`config.mk`:
```
export PLATFORM = sky130hd
export DESIGN_NAME = sbo_mode_burst
export DESIGN_NICKNAME = d
export VERILOG_FILES = /design/src/rtl/sbo_pkg.sv /design/src/rtl/sbo_beat_order.sv /design/src/rtl/sbo_mode_burst.sv
export SDC_FILE = /design/constraint.sdc
export NUM_CORES = 1
export LEC_CHECK = 0
export ABC_CLOCK_PERIOD_IN_PS = 3900
export BUFFER_PORTS_ARGS = -buffer_cell sky130_fd_sc_hd__buf_4
export CORE_MARGIN = 3
export CORE_UTILIZATION = 49
export CTS_BUF_LIST = sky130_fd_sc_hd__clkbuf_4 sky130_fd_sc_hd__clkbuf_8 sky130_fd_sc_hd__clkbuf_16
export DETAILED_ROUTE_END_ITERATION = 8
export PLACE_DENSITY = 0.78
export RECOVER_POWER = 100
export SETUP_SLACK_MARGIN = 0.05
export SKIP_LAST_GASP = 1
export SYNTH_ARGS = -nofsm -noshare
export SYNTH_HDL_FRONTEND = slang
export SYNTH_SLANG_ARGS = --single-unit
```
`constraint.sdc`:
```
create_clock -name clk -period 3.9 [get_ports clk]
set_clock_uncertainty 0.15 [all_clocks]
set_input_delay 0.39 -clock clk [delete_from_list [all_inputs] [get_ports clk]]
set_output_delay 0.39 -clock clk [all_outputs]
set_load 0.01 [all_outputs]
```
`src/rtl/sbo_pkg.sv`:
```
// Purpose: Shared constants and types for the mode register and burst order block
// Assumes: One beat per clock, 8-bit data lane, same-clock command pins
// Notes: Field positions follow the address pins of the mode-register-set command
package sbo_pkg;
    localparam int ADDR_W = 15;
    localparam int DATA_W = 8;
    // Command pin codes {cs_n, ras_n, cas_n, we_n}
    localparam logic [3:0] CMD_MRS = 4'h0;
    localparam logic [3:0] CMD_READ = 4'h5;
    localparam logic [3:0] CMD_WRITE = 4'h4;
    // Bank codes selecting a mode register
    localparam logic [2:0] BANK_MODE_ZERO = 3'h0;
    localparam logic [2:0] BANK_MODE_THREE = 3'h3;
    // Mode register three fields
    localparam int SRC_SEL_LSB = 0;
    localparam int READOUT_EN_BIT = 2;
    localparam logic [1:0] SRC_PATTERN = 2'h0;
    localparam logic [1:0] SRC_THERMAL = 2'h3;
    localparam logic [1:0] SRC_SEL_RST = 2'h0;
    localparam logic READOUT_EN_RST = 1'b0;
    // Mode register zero fields
    localparam int BURST_LEN_LSB = 0;
    localparam int BURST_TYPE_BIT = 3;
    localparam logic [1:0] BL_BURST_OF_EIGHT = 2'h0;
    localparam logic [1:0] BL_ON_THE_FLY = 2'h1;
    localparam logic [1:0] BL_FIXED_CHOP_FOUR = 2'h2;
    localparam logic [1:0] BURST_LEN_RST = 2'h0;
    localparam logic BURST_TYPE_RST = 1'b0;
    // Command address bit that picks chop on the fly, low = chop
    localparam int CHOP_SEL_BIT = 12;
    // Burst geometry
    localparam logic [2:0] LAST_BEAT = 3'h7;
    localparam logic [2:0] HALF_BEAT = 3'h4;
    // Readout pattern per beat
    localparam logic [7:0] PATTERN_EVEN = 8'h00;
    localparam logic [7:0] PATTERN_ODD = 8'hFF;
    localparam logic [7:0] RESERVED_DATA = 8'h00;
    // Internal write start, in clocks from the write command
    localparam logic [3:0] WR_START_EIGHT_CYC = 4'h8;
    localparam logic [3:0] WR_PULL_IN_CYC = 4'h2;
    localparam logic [3:0] WR_START_CHOP_CYC = WR_START_EIGHT_CYC - WR_PULL_IN_CYC;

    typedef enum logic [2:0] {
        SBO_IDLE = 3'b001,
        SBO_READ = 3'b010,
        SBO_WRITE = 3'b100
    } sbo_state_t;
endpackage

```
`src/rtl/sbo_beat_order.sv`:
```
// Purpose: Maps a burst start position and beat number to a column index
// Assumes: Purely combinational, eight-beat bursts
// Notes: Shared by the read and write sequencers
`timescale 1ns/1ps
`default_nettype none
module sbo_beat_order (
    input wire logic [2:0] start, // Burst start position
    input wire logic [2:0] beat, // Beat number within burst
    input wire logic interleave, // High for interleaved order
    output logic [2:0] col // Column index delivered at this beat
);
    import sbo_pkg::*;

    always_comb begin
        if (interleave) begin
            col = start ^ beat;
        end else begin
            col = {start[2] ^ beat[2], 2'(start[1:0] + beat[1:0])};
        end
    end
endmodule
`default_nettype wire

```
`src/rtl/sbo_mode_burst.sv`:
```
// Purpose: Mode register three decode and in-burst beat ordering for reads and writes
// Assumes: Command pins come from logic on clk; one beat per clock
// Notes: A read or write command arriving while a burst runs is ignored
// Notes: Burst length code 11 is reserved and runs as eight beats
//
// Contract
// - MRS with bank 011 writes register three
// - Low address bits choose readout source
// - Address bit 2 enables readout instead array
// - Source select ignored while readout disabled
// - Burst type bit picks interleaved or nibble
// - Read start taken from low column bits
// - Eight-beat writes fixed order, ignore low bits
// - Chopped write: CA2 picks half, rest ignored
// - Interleaved read index is start XOR beat
// - Nibble read: bit2 XOR, low bits add
// - Chopped read tristates last four slots
// - Fixed chop pulls internal write two earlier
// - On-the-fly chop keeps eight-beat write timing
//
// Added by the designer: the placing of the registers and the address-and-strobe port.
`timescale 1ns/1ps
`default_nettype none
module sbo_mode_burst (
    input wire logic clk, // Clock
    input wire logic rst_n, // Synchronous reset
    input wire logic cs_n, // Chip select
    input wire logic ras_n, // Row strobe
    input wire logic cas_n, // Column strobe
    input wire logic we_n, // Write enable
    input wire logic [2:0] ba, // Bank address
    input wire logic [sbo_pkg::ADDR_W-1:0] addr, // Address pins
    input wire logic [sbo_pkg::DATA_W-1:0] dq_in, // Write data beat
    input wire logic [sbo_pkg::DATA_W-1:0] array_rdata, // Array data for array_col
    input wire logic [sbo_pkg::DATA_W-1:0] thermal_code, // Thermal sensor value
    output logic array_rd, // Array read strobe for this beat
    output logic [2:0] array_col, // Column index requested from array
    output logic [sbo_pkg::DATA_W-1:0] dq_out, // Read data beat
    output logic dq_oe, // Data driver enable
    output logic dqs_out, // Read strobe level
    output logic dqs_oe, // Strobe driver enable
    output logic wr_en, // Write beat into array
    output logic [2:0] wr_col, // Column of the write beat
    output logic [sbo_pkg::DATA_W-1:0] wr_data, // Data of the write beat
    output logic int_write_start, // Internal write start pulse
    output logic readout_active, // Reads come from readout source
    output logic [1:0] readout_source // Effective source code
);
    import sbo_pkg::*;

    logic [3:0] cmd;
    logic mrs_three, mrs_zero, rd_cmd, wr_cmd, chop_now;
    assign cmd = {cs_n, ras_n, cas_n, we_n};
    assign mrs_three = (cmd == CMD_MRS) && (ba == BANK_MODE_THREE);
    assign mrs_zero = (cmd == CMD_MRS) && (ba == BANK_MODE_ZERO);
    assign rd_cmd = (cmd == CMD_READ);
    assign wr_cmd = (cmd == CMD_WRITE);

    // Mode registers
    logic readout_en_q, readout_en_d;
    logic [1:0] src_sel_q, src_sel_d;
    logic burst_type_q, burst_type_d;
    logic [1:0] burst_len_q, burst_len_d;

    always_comb begin
        readout_en_d = readout_en_q;
        src_sel_d = src_sel_q;
        burst_type_d = burst_type_q;
        burst_len_d = burst_len_q;
        if (mrs_three) begin
            // Upper bits are expected zero and are not stored
            readout_en_d = addr[READOUT_EN_BIT];
            src_sel_d = addr[SRC_SEL_LSB +: 2];
        end
        if (mrs_zero) begin
            burst_type_d = addr[BURST_TYPE_BIT];
            burst_len_d = addr[BURST_LEN_LSB +: 2];
        end
    end

    always_ff @(posedge clk) begin
        if (!rst_n) begin
            readout_en_q <= READOUT_EN_RST;
            src_sel_q <= SRC_SEL_RST;
            burst_type_q <= BURST_TYPE_RST;
            burst_len_q <= BURST_LEN_RST;
        end else begin
            readout_en_q <= readout_en_d;
            src_sel_q <= src_sel_d;
            burst_type_q <= burst_type_d;
            burst_len_q <= burst_len_d;
        end
    end

    assign readout_active = readout_en_q;
    // Selection is masked so a stale code never leaks out while disabled
    always_comb begin
        readout_source = SRC_PATTERN;
        if (readout_en_q) begin
            readout_source = src_sel_q;
        end
    end

    logic fixed_chop, otf_chop;
    assign fixed_chop = (burst_len_q == BL_FIXED_CHOP_FOUR);
    // On-the-fly chop is asked for by a low chop bit beside the command
    assign otf_chop = (burst_len_q == BL_ON_THE_FLY) && !addr[CHOP_SEL_BIT];
    assign chop_now = fixed_chop || otf_chop;

    // Burst sequencer
    sbo_state_t st_q, st_d;
    logic [2:0] beat_q, beat_d;
    logic [2:0] start_q, start_d;
    logic chop_q, chop_d;

    always_comb begin
        st_d = st_q;
        beat_d = beat_q;
        start_d = start_q;
        chop_d = chop_q;
        case (st_q)
            SBO_IDLE: begin
                beat_d = 3'h0;
                // Only an idle sequencer takes bursts; the controller keeps the spacing
                if (rd_cmd) begin
                    st_d = SBO_READ;
                    start_d = addr[2:0];
                    chop_d = chop_now;
                end else if (wr_cmd) begin
                    st_d = SBO_WRITE;
                    chop_d = chop_now;
                    // Write order is fixed; chop keeps only the half select
                    start_d = chop_now ? {addr[2], 2'h0} : 3'h0;
                end
            end
            SBO_READ, SBO_WRITE: begin
                beat_d = 3'(beat_q + 3'h1);
                if (beat_q == LAST_BEAT) begin
                    st_d = SBO_IDLE;
                end
            end
            default: begin
                st_d = SBO_IDLE;
            end
        endcase
    end

    always_ff @(posedge clk) begin
        if (!rst_n) begin
            st_q <= SBO_IDLE;
            beat_q <= 3'h0;
            start_q <= 3'h0;
            chop_q <= 1'b0;
        end else begin
            st_q <= st_d;
            beat_q <= beat_d;
            start_q <= start_d;
            chop_q <= chop_d;
        end
    end

    logic [2:0] cur_col;
    sbo_beat_order sbo_beat_order_inst (
        .start(start_q),
        .beat(beat_q),
        .interleave(burst_type_q),
        .col(cur_col)
    );

    // Slots 4..7 of a chopped burst carry nothing
    logic beat_live;
    assign beat_live = !chop_q || (beat_q < HALF_BEAT);

    // Read pipeline: stage one asks the array, stage two drives the pins
    logic rd_live_q, rd_live_d;
    logic rd_slot_q, rd_slot_d;
    logic [2:0] col_q, col_d;
    logic odd_q, odd_d;
    logic [DATA_W-1:0] dq_q, dq_d;
    logic dq_oe_q, dq_oe_d;
    logic dqs_q, dqs_d;
    logic dqs_oe_q, dqs_oe_d;

    always_comb begin
        rd_slot_d = (st_q == SBO_READ);
        rd_live_d = (st_q == SBO_READ) && beat_live;
        col_d = col_q;
        if (st_q == SBO_READ) begin
            col_d = cur_col;
        end
        odd_d = beat_q[0];
        dq_oe_d = rd_live_q;
        dqs_oe_d = rd_live_q;
        // Strobe is a level per beat: high on even beats, low on odd
        dqs_d = rd_live_q && !odd_q;
        dq_d = dq_q;
        if (rd_live_q) begin
            if (!readout_en_q) begin
                dq_d = array_rdata;
            end else begin
                case (src_sel_q)
                    SRC_PATTERN: begin
                        // Alternating beats let the capture side train on a known edge
                        dq_d = odd_q ? PATTERN_ODD : PATTERN_EVEN;
                    end
                    SRC_THERMAL: begin
                        dq_d = thermal_code;
                    end
                    default: begin
                        dq_d = RESERVED_DATA;
                    end
                endcase
            end
        end else if (rd_slot_q) begin
            dq_d = '0;
        end
    end

    always_ff @(posedge clk) begin
        if (!rst_n) begin
            rd_live_q <= 1'b0;
            rd_slot_q <= 1'b0;
            col_q <= 3'h0;
            odd_q <= 1'b0;
            dq_q <= '0;
            dq_oe_q <= 1'b0;
            dqs_q <= 1'b0;
            dqs_oe_q <= 1'b0;
        end else begin
            rd_live_q <= rd_live_d;
            rd_slot_q <= rd_slot_d;
            col_q <= col_d;
            odd_q <= odd_d;
            dq_q <= dq_d;
            dq_oe_q <= dq_oe_d;
            dqs_q <= dqs_d;
            dqs_oe_q <= dqs_oe_d;
        end
    end

    // Array is not touched when the readout replaces it
    assign array_rd = rd_live_q && !readout_en_q;
    assign array_col = col_q;
    assign dq_out = dq_q;
    assign dq_oe = dq_oe_q;
    assign dqs_out = dqs_q;
    assign dqs_oe = dqs_oe_q;

    // Write beats and internal write start
    logic wr_en_q, wr_en_d;
    logic [2:0] wr_col_q, wr_col_d;
    logic [DATA_W-1:0] wr_data_q, wr_data_d;
    logic [3:0] wdly_q, wdly_d;
    logic wstart_q, wstart_d;

    always_comb begin
        wr_en_d = 1'b0;
        wr_col_d = wr_col_q;
        wr_data_d = wr_data_q;
        if (st_q == SBO_WRITE) begin
            // Chopped slots 4..7 raise no strobe; their data lane is a don't-care
            wr_en_d = beat_live;
            wr_col_d = cur_col;
            wr_data_d = dq_in;
        end
        wstart_d = (wdly_q == 4'h1);
        wdly_d = 4'h0;
        if (wdly_q != 4'h0) begin
            wdly_d = 4'(wdly_q - 4'h1);
        end
        if ((st_q == SBO_IDLE) && !rd_cmd && wr_cmd) begin
            // Only a chop fixed in the mode register pulls the start in
            wdly_d = fixed_chop ? WR_START_CHOP_CYC : WR_START_EIGHT_CYC;
        end
    end

    always_ff @(posedge clk) begin
        if (!rst_n) begin
            wr_en_q <= 1'b0;
            wr_col_q <= 3'h0;
            wr_data_q <= '0;
            wdly_q <= 4'h0;
            wstart_q <= 1'b0;
        end else begin
            wr_en_q <= wr_en_d;
            wr_col_q <= wr_col_d;
            wr_data_q <= wr_data_d;
            wdly_q <= wdly_d;
            wstart_q <= wstart_d;
        end
    end

    assign wr_en = wr_en_q;
    assign wr_col = wr_col_q;
    assign wr_data = wr_data_q;
    assign int_write_start = wstart_q;
endmodule
`default_nettype wire

```
==> flow_summary.toml <==
[worst_setup_path]
worstSetupPathType = "flop to primary output"
cp_data_required_time_ps = 3360
cp.arrival_ps = 1590
r2r-start = "st_q[0]"
crit_path_start_kind = "flop"
crit_path_end_kind = "primary output"
crit_path_end = "array_rd"
reg2regPathDepth = 3
r2r_end = "wdly_q[1]"
crit_fanout = 11
r2r_setup_slack_ps = 1960
critPathLaunch = "dq_oe_d"

[synth]
synth_area_um2 = 2168
netlist.area_leader.share_pct = 45.24
synth_cell_type_count = 40
avgSynthCellArea_um2 = 8.537
syn_nets = 307
syn_inst = 254
ys.flop_type = "dfxtp_1"
ys_seq_area_share_pct = 45.24
synth.area.top_cells = "dfxtp_1 (45%), a21oi_1 (7.4%), nand2_1 (6.1%), nor3b_1 (4.8%), mux2i_1 (3.2%)"
synth-edff-count = 0
yosys.area.top_type = "dfxtp_1"
synth-seq-cells = 49
async_flop_share_pct = 0
ys_warn_count = 0

[clock_tree]
cts_buffer_depth = 2
cts_tree = "yes"
insertion_delay_ps = 300
root_buffer = "clkbuf_8"
post_cts_buffers = 0
cts_max_level = 2
clk_pin_slew_worst_paths_ps = 80
ctsResizeCount = 0
hold_buffers = 0
cts_buffers = 5
clock_sinks = 49

[grt]
gr-total-overflow = 0
grt_max_degree = 29
gr-usage-met2_pct = 33.07
grt.busiest_layer = "met2"
met3_usage_pct = 5.817
use_met1_pct = 22.79
grt_pass1_wl_um = 8107
antenna_found_initial = 0
grt_usage_pct = 19.39
grt_pass1_vias = 1852

[timing]
rsz0062_at_grt = "false"
relSlewSlack_pct = 46.14
fin_tns_setup_ps = 0
finalSetupViolations = 0
fmax_mhz = 470.5
worst_slew_pin_slew_ps = 806.2
finalCritPeriodShare_pct = 54.49
drv_slew = 0
fin_crit_ps = 2125
fin_ws_ps = 1775
hold_viol_final = 0

[route]
drt_first_pass_iters = 7
drcViolationCount = 0
vias_per_cell = 5.489
drtIter0Drc = 92
avgRoutedWirePerCell_um = 14.05
antenna_left = 0
routed_wl_um = 5058
vias = 1976

[outcome]
outcome = "complete, no violations"

[floorplanning]
dieArea_um2 = 5259
start_util_pct = 52.32
core-area_um2 = 4144
rows = 23
die_h_um = 72.52
die_x_um = 72.52
pin_count = 79

[cells_and_area]
mostFrequentLayoutCells = "dfxtp_1 (49), buf_4 (36), nand2_1 (35), clkbuf_1 (33), a21oi_1 (32)"
drive_above_1_share_pct = 16.45
fillerInstances = 386
fin_cells = 360
nNetsFinal = 363
post-route-util_pct = 63.56
diodes = 0
area_growth_pct = 21.47
mostFrequentLayoutCell = "dfxtp_1"

[power]
vdd_drop_max_v = 0.0002806
p_leak_nw = 0.9765
p_per_area_nw_per_um2 = 331.6

[min_path]
hold_start = "dq_in[2]"
hold_class = "input pin to flop"

[placement]
place_congestion = 0.8099
post-place-ws_ps = 1846
hpwl_um = 3611
place_inst = 353
port_buffers = 68

[run]
drv_cap = 0
==> worst max-delay path: stages (launching register included) <==
cell	delay, ps
dfxtp_1	550
nor2b_1	520
clkbuf_1	210
==> how the worst min path moves through the flow <==
| stage | endpoint | slack (ps) | cells after the start |
|---|---|---|---|
| after floorplan | dqs_out | 230 | 1 |
| after global placement | dqs_out | 240 | 1 |
| after detailed placement | dqs_out | 240 | 1 |
| after CTS | wr_data[1] | 170 | 3 |
| after global routing | wr_data[2] | 180 | 3 |
| final | wr_data[2] | 180 | 3 |
==> cell usage after synthesis, drive strengths merged (2+ instances only) <==
| library cell | number |
|---|---|
| dfxtp | 49 |
| nand2 | 35 |
| a21oi | 32 |
| clkbuf | 14 |
| nor3b | 14 |
| o22ai | 11 |
| nor2 | 10 |
| o21ai | 8 |
| mux2i | 7 |
| buf | 6 |
| inv | 6 |
| a211oi | 5 |
| ha | 5 |
| nor3 | 5 |
| a31oi | 4 |
| nor2b | 4 |
| or3b | 4 |
| and2 | 3 |
| and3 | 3 |
| nand3b | 3 |
| nor4b | 3 |
| o31ai | 3 |
| or4 | 3 |
| xnor2 | 3 |
| nand4 | 2 |
| or3 | 2 |
==> per-stage QoR <==
step                area (um^2)  power, mW  hold WS, ps
global placement           2668     0.5807        240.6
global route               2634     0.9074        183.9
floorplan                  2168     0.5450        233.3
CTS                        2758     0.8826        173.1
detailed placement         2668     0.5817        244.5
finish                     2634     0.8733        180.1
==> state kept, by name, indices dropped and copies added, names as in the netlist, 2 cells and up <==
name / cells
beat_q: 3
start_q: 3
array_col: 3
st_q: 3
wr_col: 3
src_sel_q: 2
dq_out: 8
burst_len_q: 2
wr_data: 8
wdly_q: 4
==> cells by family (layout without fill, tap and decap cells) <==
logic type,Yosys count,after routing,share of synthesized area [%]
buffers and inverters,26,82,4.789
multiplexers,7,7,3.232
XOR/XNOR,4,4,1.616
adder cells (fa/ha/maj),5,5,2.885
AO/OA/AOI/OAI,67,67,17.95
AND/OR/NAND/NOR,96,96,24.29
flip-flops,49,49,45.24
==> where the power goes <==
group	switching, mW	total, mW	internal (mW)
sequential	0.00544	0.509	0.504
clock	0.156	0.304	0.148
combinational	0.0271	0.0603	0.0332
total	0.189	0.873	0.685
==> layer usage <==
metal	routed length, um	part of all wire [%]	vias to the layer above
met5	0	0	-
met4	64	1.3	0
met3	461	9.1	6
met2	2371	47	70
met1	2161	43	892
li1	-	-	1008
==> area by class of cell <==
type / instances / area (um^2) / area share (%)
multi-input combinational: 179 / 1084 / 41.14
sequential: 49 / 980.9 / 37.24
timing repair buffer: 69 / 394.1 / 14.96
clock buffer: 7 / 90.09 / 3.420
tap: 50 / 62.56 / 2.375
inverter: 6 / 22.52 / 0.8551
(Power assumes the default switching activity.)
